--- config.mk ---
export PLATFORM = sky130hd
export DESIGN_NAME = dmtc_top
export DESIGN_NICKNAME = d
export VERILOG_FILES = /design/src/common/dmtc_pkg.sv /design/src/dmtc_top.sv
export SDC_FILE = /design/constraint.sdc
export NUM_CORES = 1
export LEC_CHECK = 0
export BUFFER_PORTS_ARGS = -buffer_cell sky130_fd_sc_hd__buf_2
export CAP_MARGIN = 40
export CORE_MARGIN = 3
export CORE_UTILIZATION = 50
export CTS_CLUSTER_SIZE = 14
export DETAILED_ROUTE_END_ITERATION = 16
export PLACE_DENSITY_LB_ADDON = 0.3
export SETUP_SLACK_MARGIN = 0.5
export SLEW_MARGIN = 5
export SYNTH_ARGS = -nofsm -noshare
export SYNTH_HDL_FRONTEND = slang
export SYNTH_SLANG_ARGS = --single-unit
--- constraint.sdc ---
create_clock -name clk -period 5.4 [get_ports clk]
set_input_delay 0.27 -clock clk [delete_from_list [all_inputs] [get_ports clk]]
set_output_delay 0.27 -clock clk [all_outputs]
set_load 0.01 [all_outputs]
--- src/common/dmtc_pkg.sv ---
// constants, types and register layout of the direct mode transition controller
// assumes one 50 MHz clock standing in for the oscillator; slower clocks are enables
package dmtc_pkg;
   // =====================================================
   // modes and sequencer states
   typedef enum logic [1:0] {
      DMTC_HS  = 2'b00,
      DMTC_MS  = 2'b01,
      DMTC_SUB = 2'b10
   } dmtc_mode_t;

   typedef enum logic [2:0] {
      ST_RUN    = 3'b000,
      ST_XFER   = 3'b001,
      ST_WAIT   = 3'b010,
      ST_EXC    = 3'b011,
      ST_LOWPWR = 3'b100
   } dmtc_state_t;

   // =====================================================
   // register layout
   typedef struct packed {
      logic [2:0] wait_sel;
      logic       low_speed_on;
      logic       standby_select;
   } dmtc_ctl_one_t;

   typedef struct packed {
      logic dt_int_en;
      logic direct_transfer_on;
      logic medium_speed_on;
   } dmtc_ctl_two_t;

   typedef struct packed {
      logic unsupported;
      logic lowpower;
      logic done;
   } dmtc_evt_t;

   localparam logic [7:0] ADDR_CTL_ONE  = 8'h0_0;
   localparam logic [7:0] ADDR_CTL_TWO  = 8'h0_4;
   localparam logic [7:0] ADDR_TIMER_A  = 8'h0_8;
   localparam logic [7:0] ADDR_STATUS   = 8'h0_C;
   localparam logic [7:0] ADDR_INT_STAT = 8'h1_0;
   localparam logic [7:0] ADDR_INT_MASK = 8'h1_4;
   localparam int         TWCS_BIT      = 3;
   localparam logic [7:0] CTL_ONE_RST   = 8'h0_0;
   localparam logic [7:0] CTL_TWO_RST   = 8'h0_0;

   // =====================================================
   // timing, in states and in oscillator cycles per state
   localparam logic [15:0] SLEEP_STATES    = 16'h0_002;
   localparam logic [15:0] INTERNAL_STATES = 16'h0_001;
   localparam logic [15:0] EXC_STATES      = 16'h0_00E;
   localparam logic [15:0] HS_DIV          = 16'h0_002;
   localparam logic [15:0] MS_DIV          = 16'h0_010;
   localparam logic [15:0] SUB_TW_MULT     = 16'h0_008;
   // short wait settings for the selector values other than zero
   localparam logic [15:0] WAIT_SEL1 = 16'h0_010;
   localparam logic [15:0] WAIT_SEL2 = 16'h0_020;
   localparam logic [15:0] WAIT_SEL3 = 16'h0_040;
   localparam logic [15:0] WAIT_SEL4 = 16'h0_080;
   localparam logic [15:0] WAIT_SEL5 = 16'h0_100;
   localparam logic [15:0] WAIT_SEL6 = 16'h0_200;
   localparam logic [15:0] WAIT_SEL7 = 16'h0_400;
endpackage

--- src/dmtc_top.sv ---
// direct mode transition sequencer with register port and interrupt
// assumes sleep_exec is a one-cycle pulse from the cpu and inputs are synchronous to clk
//
// Chosen here: the strobed register port and the register addresses.
module dmtc_top #(
   parameter logic [15:0] WAIT_LONG_STATES = 16'h2_000,
   parameter logic [15:0] TW_CLKS          = 16'h0_004
) (
   input  wire logic        clk,
   input  wire logic        sys_rst,
   input  wire logic [7:0]  addr,
   input  wire logic [7:0]  wr_data,
   input  wire logic        wr_en,
   input  wire logic        rd_en,
   output logic      [7:0]  rd_data,
   input  wire logic        sleep_exec,
   input  wire logic        cpu_int_mask,
   input  wire logic        wake_req,
   output logic      [1:0]  cpu_clk_sel,
   output logic             cpu_hold,
   output logic             exc_start,
   output logic             xfer_done,
   output logic             lowpower_on,
   output logic             irq
);

   // =====================================================
   // helpers
   // oscillator cycles per cpu state in a given mode
   function automatic logic [15:0] state_period(input dmtc_pkg::dmtc_mode_t m);
      logic [31:0] sub;
      sub = 32'(dmtc_pkg::SUB_TW_MULT) * 32'(TW_CLKS);
      case (m)
         dmtc_pkg::DMTC_HS:  state_period = dmtc_pkg::HS_DIV;
         dmtc_pkg::DMTC_MS:  state_period = dmtc_pkg::MS_DIV;
         dmtc_pkg::DMTC_SUB: state_period = sub[15:0];
         default:            state_period = dmtc_pkg::MS_DIV;
      endcase
   endfunction

   // wait states picked by the three-bit selector
   function automatic logic [15:0] wait_states(input logic [2:0] sel);
      case (sel)
         3'h0:    wait_states = WAIT_LONG_STATES;
         3'h1:    wait_states = dmtc_pkg::WAIT_SEL1;
         3'h2:    wait_states = dmtc_pkg::WAIT_SEL2;
         3'h3:    wait_states = dmtc_pkg::WAIT_SEL3;
         3'h4:    wait_states = dmtc_pkg::WAIT_SEL4;
         3'h5:    wait_states = dmtc_pkg::WAIT_SEL5;
         3'h6:    wait_states = dmtc_pkg::WAIT_SEL6;
         default: wait_states = dmtc_pkg::WAIT_SEL7;
      endcase
   endfunction

   // =====================================================
   // registers
   dmtc_pkg::dmtc_ctl_one_t ctl_one_ff,  nxt_ctl_one;
   dmtc_pkg::dmtc_ctl_two_t ctl_two_ff,  nxt_ctl_two;
   logic                    twcs_ff,     nxt_twcs;
   dmtc_pkg::dmtc_evt_t     int_stat_ff, nxt_int_stat;
   dmtc_pkg::dmtc_evt_t     int_mask_ff, nxt_int_mask;
   logic [7:0]              rd_data_ff,  nxt_rd_data;

   // sequencer state
   dmtc_pkg::dmtc_state_t   state_ff,    nxt_state;
   dmtc_pkg::dmtc_mode_t    mode_ff,     nxt_mode;
   dmtc_pkg::dmtc_mode_t    target_ff,   nxt_target;
   logic [15:0]             cyc_ff,      nxt_cyc;
   logic [15:0]             scnt_ff,     nxt_scnt;
   logic [15:0]             wait_ff,     nxt_wait;
   logic                    exc_ff,      nxt_exc;
   logic                    done_ff,     nxt_done;
   dmtc_pkg::dmtc_evt_t     evt;

   logic                    state_tick;
   logic                    match;
   dmtc_pkg::dmtc_mode_t    match_mode;

   // state enable: one pulse per cpu state at the clock now in use
   assign state_tick = (cyc_ff == state_period(mode_ff) - 16'h0_001);

   // =====================================================
   // transfer request decode
   // only the four documented direct paths are decoded; anything else is flagged
   always_comb begin
      match      = 1'b0;
      match_mode = mode_ff;
      if (ctl_two_ff.direct_transfer_on && !ctl_one_ff.low_speed_on) begin
         case (mode_ff)
            dmtc_pkg::DMTC_HS: begin
               if (!ctl_one_ff.standby_select && ctl_two_ff.medium_speed_on) begin
                  match      = 1'b1;
                  match_mode = dmtc_pkg::DMTC_MS;
               end
            end
            dmtc_pkg::DMTC_MS: begin
               if (!ctl_one_ff.standby_select && !ctl_two_ff.medium_speed_on) begin
                  match      = 1'b1;
                  match_mode = dmtc_pkg::DMTC_HS;
               end
            end
            dmtc_pkg::DMTC_SUB: begin
               if (ctl_one_ff.standby_select && twcs_ff) begin
                  match      = 1'b1;
                  match_mode = ctl_two_ff.medium_speed_on ? dmtc_pkg::DMTC_MS
                                                          : dmtc_pkg::DMTC_HS;
               end
            end
            default: begin
               match = 1'b0;
            end
         endcase
      end
   end

   // =====================================================
   // sequencer next state
   always_comb begin
      nxt_state  = state_ff;
      nxt_mode   = mode_ff;
      nxt_target = target_ff;
      nxt_scnt   = scnt_ff;
      nxt_wait   = wait_ff;
      nxt_exc    = 1'b0;
      nxt_done   = 1'b0;
      nxt_cyc    = state_tick ? 16'h0_000 : cyc_ff + 16'h0_001;
      evt        = '0;
      case (state_ff)
         dmtc_pkg::ST_RUN: begin
            if (sleep_exec) begin
               nxt_cyc  = 16'h0_000;
               nxt_scnt = 16'h0_000;
               if (match && ctl_two_ff.dt_int_en && !cpu_int_mask) begin
                  nxt_state  = dmtc_pkg::ST_XFER;
                  nxt_target = match_mode;
                  nxt_wait   = wait_states(ctl_one_ff.wait_sel);
               end else if (match) begin
                  // interrupt cannot be taken, so fall into sleep or watch
                  nxt_state    = dmtc_pkg::ST_LOWPWR;
                  evt.lowpower = 1'b1;
               end else begin
                  evt.unsupported = 1'b1;
               end
            end
         end
         dmtc_pkg::ST_XFER: begin
            // sleep and internal states run on the old clock
            if (state_tick) begin
               nxt_scnt = scnt_ff + 16'h0_001;
               if (scnt_ff == dmtc_pkg::SLEEP_STATES + dmtc_pkg::INTERNAL_STATES - 16'h0_001) begin
                  nxt_mode = target_ff;
                  nxt_scnt = 16'h0_000;
                  if (mode_ff == dmtc_pkg::DMTC_SUB) begin
                     nxt_state = dmtc_pkg::ST_WAIT;
                  end else begin
                     nxt_state = dmtc_pkg::ST_EXC;
                     nxt_exc   = 1'b1;
                  end
               end
            end
         end
         dmtc_pkg::ST_WAIT: begin
            // oscillator settle, counted in states of the new clock
            if (state_tick) begin
               nxt_scnt = scnt_ff + 16'h0_001;
               if (scnt_ff == wait_ff - 16'h0_001) begin
                  nxt_scnt  = 16'h0_000;
                  nxt_state = dmtc_pkg::ST_EXC;
                  nxt_exc   = 1'b1;
               end
            end
         end
         dmtc_pkg::ST_EXC: begin
            if (state_tick) begin
               nxt_scnt = scnt_ff + 16'h0_001;
               if (scnt_ff == dmtc_pkg::EXC_STATES - 16'h0_001) begin
                  nxt_scnt  = 16'h0_000;
                  nxt_state = dmtc_pkg::ST_RUN;
                  nxt_done  = 1'b1;
                  evt.done  = 1'b1;
               end
            end
         end
         dmtc_pkg::ST_LOWPWR: begin
            // stays put until a wakeup; low-speed set at wakeup resumes on the subclock, as out of watch
            if (wake_req) begin
               nxt_state = dmtc_pkg::ST_RUN;
               nxt_cyc   = 16'h0_000;
               if (ctl_one_ff.low_speed_on) begin
                  nxt_mode = dmtc_pkg::DMTC_SUB; // only way into subactive, so its exits are reachable
               end
            end
         end
         default: begin
            nxt_state = dmtc_pkg::ST_RUN;
         end
      endcase
   end

   // sequencer registers; reset lands in medium-speed like a pin reset
   always_ff @(posedge clk) begin
      if (sys_rst) begin
         state_ff  <= dmtc_pkg::ST_RUN;
         mode_ff   <= dmtc_pkg::DMTC_MS;
         target_ff <= dmtc_pkg::DMTC_MS;
         cyc_ff    <= 16'h0_000;
         scnt_ff   <= 16'h0_000;
         wait_ff   <= 16'h0_000;
         exc_ff    <= 1'b0;
         done_ff   <= 1'b0;
      end else begin
         state_ff  <= nxt_state;
         mode_ff   <= nxt_mode;
         target_ff <= nxt_target;
         cyc_ff    <= nxt_cyc;
         scnt_ff   <= nxt_scnt;
         wait_ff   <= nxt_wait;
         exc_ff    <= nxt_exc;
         done_ff   <= nxt_done;
      end
   end

   // =====================================================
   // register port and interrupt status
   // control bits stay writable mid-transfer; the sequencer latched what it needs
   always_comb begin
      nxt_ctl_one  = ctl_one_ff;
      nxt_ctl_two  = ctl_two_ff;
      nxt_twcs     = twcs_ff;
      nxt_int_mask = int_mask_ff;
      nxt_int_stat = int_stat_ff;
      nxt_rd_data  = 8'h0_0;
      if (wr_en) begin
         case (addr)
            dmtc_pkg::ADDR_CTL_ONE:  nxt_ctl_one  = wr_data[4:0];
            dmtc_pkg::ADDR_CTL_TWO:  nxt_ctl_two  = wr_data[2:0];
            dmtc_pkg::ADDR_TIMER_A:  nxt_twcs     = wr_data[dmtc_pkg::TWCS_BIT];
            dmtc_pkg::ADDR_INT_MASK: nxt_int_mask = wr_data[2:0];
            dmtc_pkg::ADDR_INT_STAT: nxt_int_stat = int_stat_ff & ~wr_data[2:0];
            default:                 nxt_ctl_one  = ctl_one_ff;
         endcase
      end
      // set beats a simultaneous clear
      nxt_int_stat = nxt_int_stat | evt;
      if (rd_en) begin
         case (addr)
            dmtc_pkg::ADDR_CTL_ONE:  nxt_rd_data = {3'h0, ctl_one_ff};
            dmtc_pkg::ADDR_CTL_TWO:  nxt_rd_data = {5'h0_0, ctl_two_ff};
            dmtc_pkg::ADDR_TIMER_A:  nxt_rd_data = {4'h0, twcs_ff, 3'h0};
            dmtc_pkg::ADDR_STATUS:   nxt_rd_data = {1'b0, state_ff, target_ff, mode_ff};
            dmtc_pkg::ADDR_INT_STAT: nxt_rd_data = {5'h0_0, int_stat_ff};
            dmtc_pkg::ADDR_INT_MASK: nxt_rd_data = {5'h0_0, int_mask_ff};
            default:                 nxt_rd_data = 8'h0_0;
         endcase
      end
   end

   always_ff @(posedge clk) begin
      if (sys_rst) begin
         ctl_one_ff  <= dmtc_pkg::CTL_ONE_RST[4:0];
         ctl_two_ff  <= dmtc_pkg::CTL_TWO_RST[2:0];
         twcs_ff     <= 1'b0;
         int_stat_ff <= '0;
         int_mask_ff <= '0;
         rd_data_ff  <= 8'h0_0;
      end else begin
         ctl_one_ff  <= nxt_ctl_one;
         ctl_two_ff  <= nxt_ctl_two;
         twcs_ff     <= nxt_twcs;
         int_stat_ff <= nxt_int_stat;
         int_mask_ff <= nxt_int_mask;
         rd_data_ff  <= nxt_rd_data;
      end
   end

   // =====================================================
   // outputs
   assign rd_data     = rd_data_ff;
   assign cpu_clk_sel = mode_ff;   // switches on a state tick, or at the wakeup that resumes on the subclock
   assign cpu_hold    = (state_ff == dmtc_pkg::ST_XFER) || (state_ff == dmtc_pkg::ST_WAIT);
   assign exc_start   = exc_ff;
   assign xfer_done   = done_ff;
   assign lowpower_on = (state_ff == dmtc_pkg::ST_LOWPWR);
   assign irq         = |(int_stat_ff & int_mask_ff);

endmodule

==> flow_summary_export.csv <==
group,metric,value,unit
cells_and_area,area_growth,10.8,%
cells_and_area,finalNonFillerCells,620,
power,power_density,252,nW/µm²
worst_setup_path,path_class,"reg -> reg",
logic_synthesis,synthXorXnorAreaFrac,5.18,%
logic_synthesis,syn-num-nets,528,
sta,rsz0062_at_grt,"false",
global_routing,grt_antenna_before_repair,0,
logic_synthesis,synth_seq_cells,71,
floorplanning,coreArea,7410,µm²
clock_tree,cts-buffers-inserted,9,
floorplanning,die_area,8880,µm²
clock_tree,root_buffer,"clkbuf_8",
global_routing,grt_max_degree,38,
worst_setup_path,arrival,3.20,ns
sta,relSlewSlack,51.5,%
logic_synthesis,synth_top_area_share,36.5,%
detailed_routing,drc,0,
floorplanning,start_util,52.5,%
sta,drv_slew,0,
logic_synthesis,synth_largest_area_cell,"dfxtp_1",
sta,period_minus_slack,2.91,ns
flow_run,drv_cap,0,
logic_synthesis,muxShareOfSynthArea,2.67,%
worst_setup_path,path_buf_inv,1,
placement,placedInstanceArea,4070,µm²
worst_setup_path,cp_max_fo,16,
power,combPwrFrac,3.1,%
global_routing,grt_pass1_wl,15400,µm
clock_tree,clk_latency,0.36,ns
detailed_routing,wl_per_cell,14.7,µm
clock_tree,clock_path_buffers,2,
worst_setup_path,max_stage_delay,0.62,ns
floorplanning,die_w,94.2,µm
worst_setup_path,cp_slowest_cell,"nor3_1",
clock_tree,clock-sinks,71,
sta,max_clock_freq,343,MHz
power,p_seq_share,48.5,%
placement,hpwlAfterDp,6460,µm
sta,fin_skew,0.00637,ns
global_routing,track_usage,21.9,%
clock_tree,cts_hold_buf,0,
sta,hold_slack,0.169,ns
cells_and_area,layout-drive-gt1-share,11.5,%
sta,setup_tns,0,ns
global_routing,grt_pass1_vias,3325,
outcome,status,"finished clean",
worst_setup_path,crit_path_end_kind,"register",
clock_tree,cts_setup_buffers,0,
logic_synthesis,syn_avg_cell_area,7.78,µm²
power,p_sw,0.241,mW
logic_synthesis,syn-cell-area,3890,µm²
detailed_routing,drt-initial-drc-count,221,
power,p_leak,1.64,nW
sta,hold_viol,0,
logic_synthesis,synth_edf_count,0,
logic_synthesis,yosys_warnings,0,
detailed_routing,viasPerCell,5.80,
detailed_routing,detail-route-antenna-nets,0,
logic_synthesis,synthFlopType,"dfxtp_1",
sta,setup_violations,0,
detailed_routing,dr.pass1.iters,5,
worst_setup_path,cp_data_required_time,5.68,ns
logic_synthesis,synth_compound_area_share,16.5,%
placement,place_inst,604,
power,swShare,22.2,%
cells_and_area,fillers,679,
cells_and_area,design_area,4310,µm²
floorplanning,rows,31,
logic_synthesis,synth_cell_types,62,
power,pwr-share-clk,48.4,%
floorplanning,die_h,94.2,µm
cells_and_area,final_util,58.2,%
clock_tree,cts_max_level,3,
detailed_routing,wirelength,9140,µm
power,intPower,0.844,mW
logic_synthesis,ys_top_cells_by_count,"71 x dfxtp_1, 59 x nand2_1, 53 x nor2_1, 35 x nand3_1, 30 x a21oi_1",
placement,io_buffer_count,33,
power,ir_drop,0.195,mV
logic_synthesis,synth_cells,500,
logic_synthesis,synth_top_family_by_area,"simple AND/OR/NAND/NOR gates",
logic_synthesis,yosysMostFrequentCell,"dfxtp_1",
clock_tree,cts_resized,0,
sta,tightest_slew,0.723,ns
logic_synthesis,ys_seq_area_share,36.5,%
cells_and_area,fin_nets,544,
sta,fin_crit_sh,54.0,%
logic_synthesis,ys_top_cells_by_area,"dfxtp_1 37%, nand2_1 5.7%, nor2_1 5.1%",
global_routing,overflow,0,
min_path,min_path_type,"in -> reg",
logic_synthesis,async_flop_share,0,%
sta,postLayoutSetupSlackWorst,2.49,ns
logic_synthesis,yosys.area_share.adder,1.61,%
floorplanning,pin_count,38,
worst_setup_path,worstPathCellList,"or4_1 -> nor2_1 -> nor4_1 -> nor3_1 -> o41ai_4 -> buf_6 -> or3_1 -> o211ai_1",
cells_and_area,n_antenna_cell,0,
clock_tree,cts_tree,"built",
logic_synthesis,yosys.area_share.simple,32.7,%
placement,place_ws,2.56,ns
clock_tree,clk_pin_slew,0.08,ns
power,finalPower,1.09,mW
worst_setup_path,critPathLaunchType,"register",
detailed_routing,via_count,3598,
worst_setup_path,crit_family,"simple AND/OR/NAND/NOR gates",
placement,gp_congestion,0.857,
==> cell type report <==
class,count,area [µm²],share of cell area [%]
multi-input combinational,384,2290,53.0
sequential,71,1420,33.0
timing repair buffer,34,176,4.09
clock buffer,9,124,2.87
tap,99,124,2.87
clock inverter,7,120,2.79
inverter,16,60.1,1.39
==> per-layer routing <==
metal | vias up | share of wire, % | track usage, %
li1 | 1818 | - | -
met1 | 1685 | 47 | 28.3
met2 | 85 | 47 | 35.2
met3 | 10 | 5.0 | 5.13
met4 | 0 | 1.5 | 8.66
met5 | - | 0 | 0
==> power groups by stage <==
stage               clock [mW]  combinational [mW]  sequential [mW]
floorplan                    0              0.0211            0.538
global placement             0              0.0332            0.538
detailed placement           0              0.0339            0.538
CTS                      0.532              0.0339            0.526
global route             0.555              0.0380            0.526
finish                   0.525              0.0341            0.526
==> state kept, by name (all words and copies together), names as in the netlist <==
signal,flops
twcs_ff,1
cyc_ff,16
rd_data,7
ctl_one_ff,5
state_ff,3
int_mask_ff,3
int_stat_ff,3
target_ff,2
exc_start,1
ctl_two_ff,3
scnt_ff,16
cpu_clk_sel,2
xfer_done,1
wait_ff,8
==> worst reg2reg max path: stages (launching register included) <==
cell and delay [ns]:
dfxtp_1 0.38, or4_1 0.60, nor2_1 0.23, nor4_1 0.07, nor3_1 0.62, o41ai_4 0.27, buf_6 0.22, or3_1 0.35
o211ai_1 0.09
==> final timing paths <==
| kind | startpoint | endpoint | slack [ns] | depth (start not counted) |
|---|---|---|---|---|
| hold reg to reg | ctl_two_ff[1] | ctl_two_ff[1] | 0.47 | 2 |
| hold / removal | wake_req | state_ff[2] | 0.17 | 2 |
| setup reg to reg | wait_ff[7] | scnt_ff[8] | 2.49 | 8 |
| setup / recovery | wait_ff[7] | scnt_ff[8] | 2.49 | 8 |
==> cell families (layout without fill, tap and decap cells) <==
logic type                 Yosys count  in the layout
AOI/OAI and AO/OA                   95             95
adders and majority gates            5              5
muxes                               10             10
buffers and inverters               45             66
and+or+nand+nor                    250            250
other                                1              1
xor gates and xnor gates            23             23
DFF                                 71             71
==> layout by cell type (no fill, tap or decap), types with 5 or more instances in the layout <==
master and instances:
nand3b_1 5, xnor2_1 6, nand2_1 59, nor2_1 53, clkbuf_8 9, nand3_1 35
nor2b_1 10, a21o_1 9, nor3_1 20, nor4_1 11, buf_2 33, o21ai_1 14
inv_1 16, xor2_1 17, mux2i_1 7, a21oi_1 30, dfxtp_1 71, and3_1 11
o211ai_1 5, nand4b_1 5, or3_1 7, ha_1 5, nand4_1 7
Note: power is estimated with default switching activity, not from simulation.
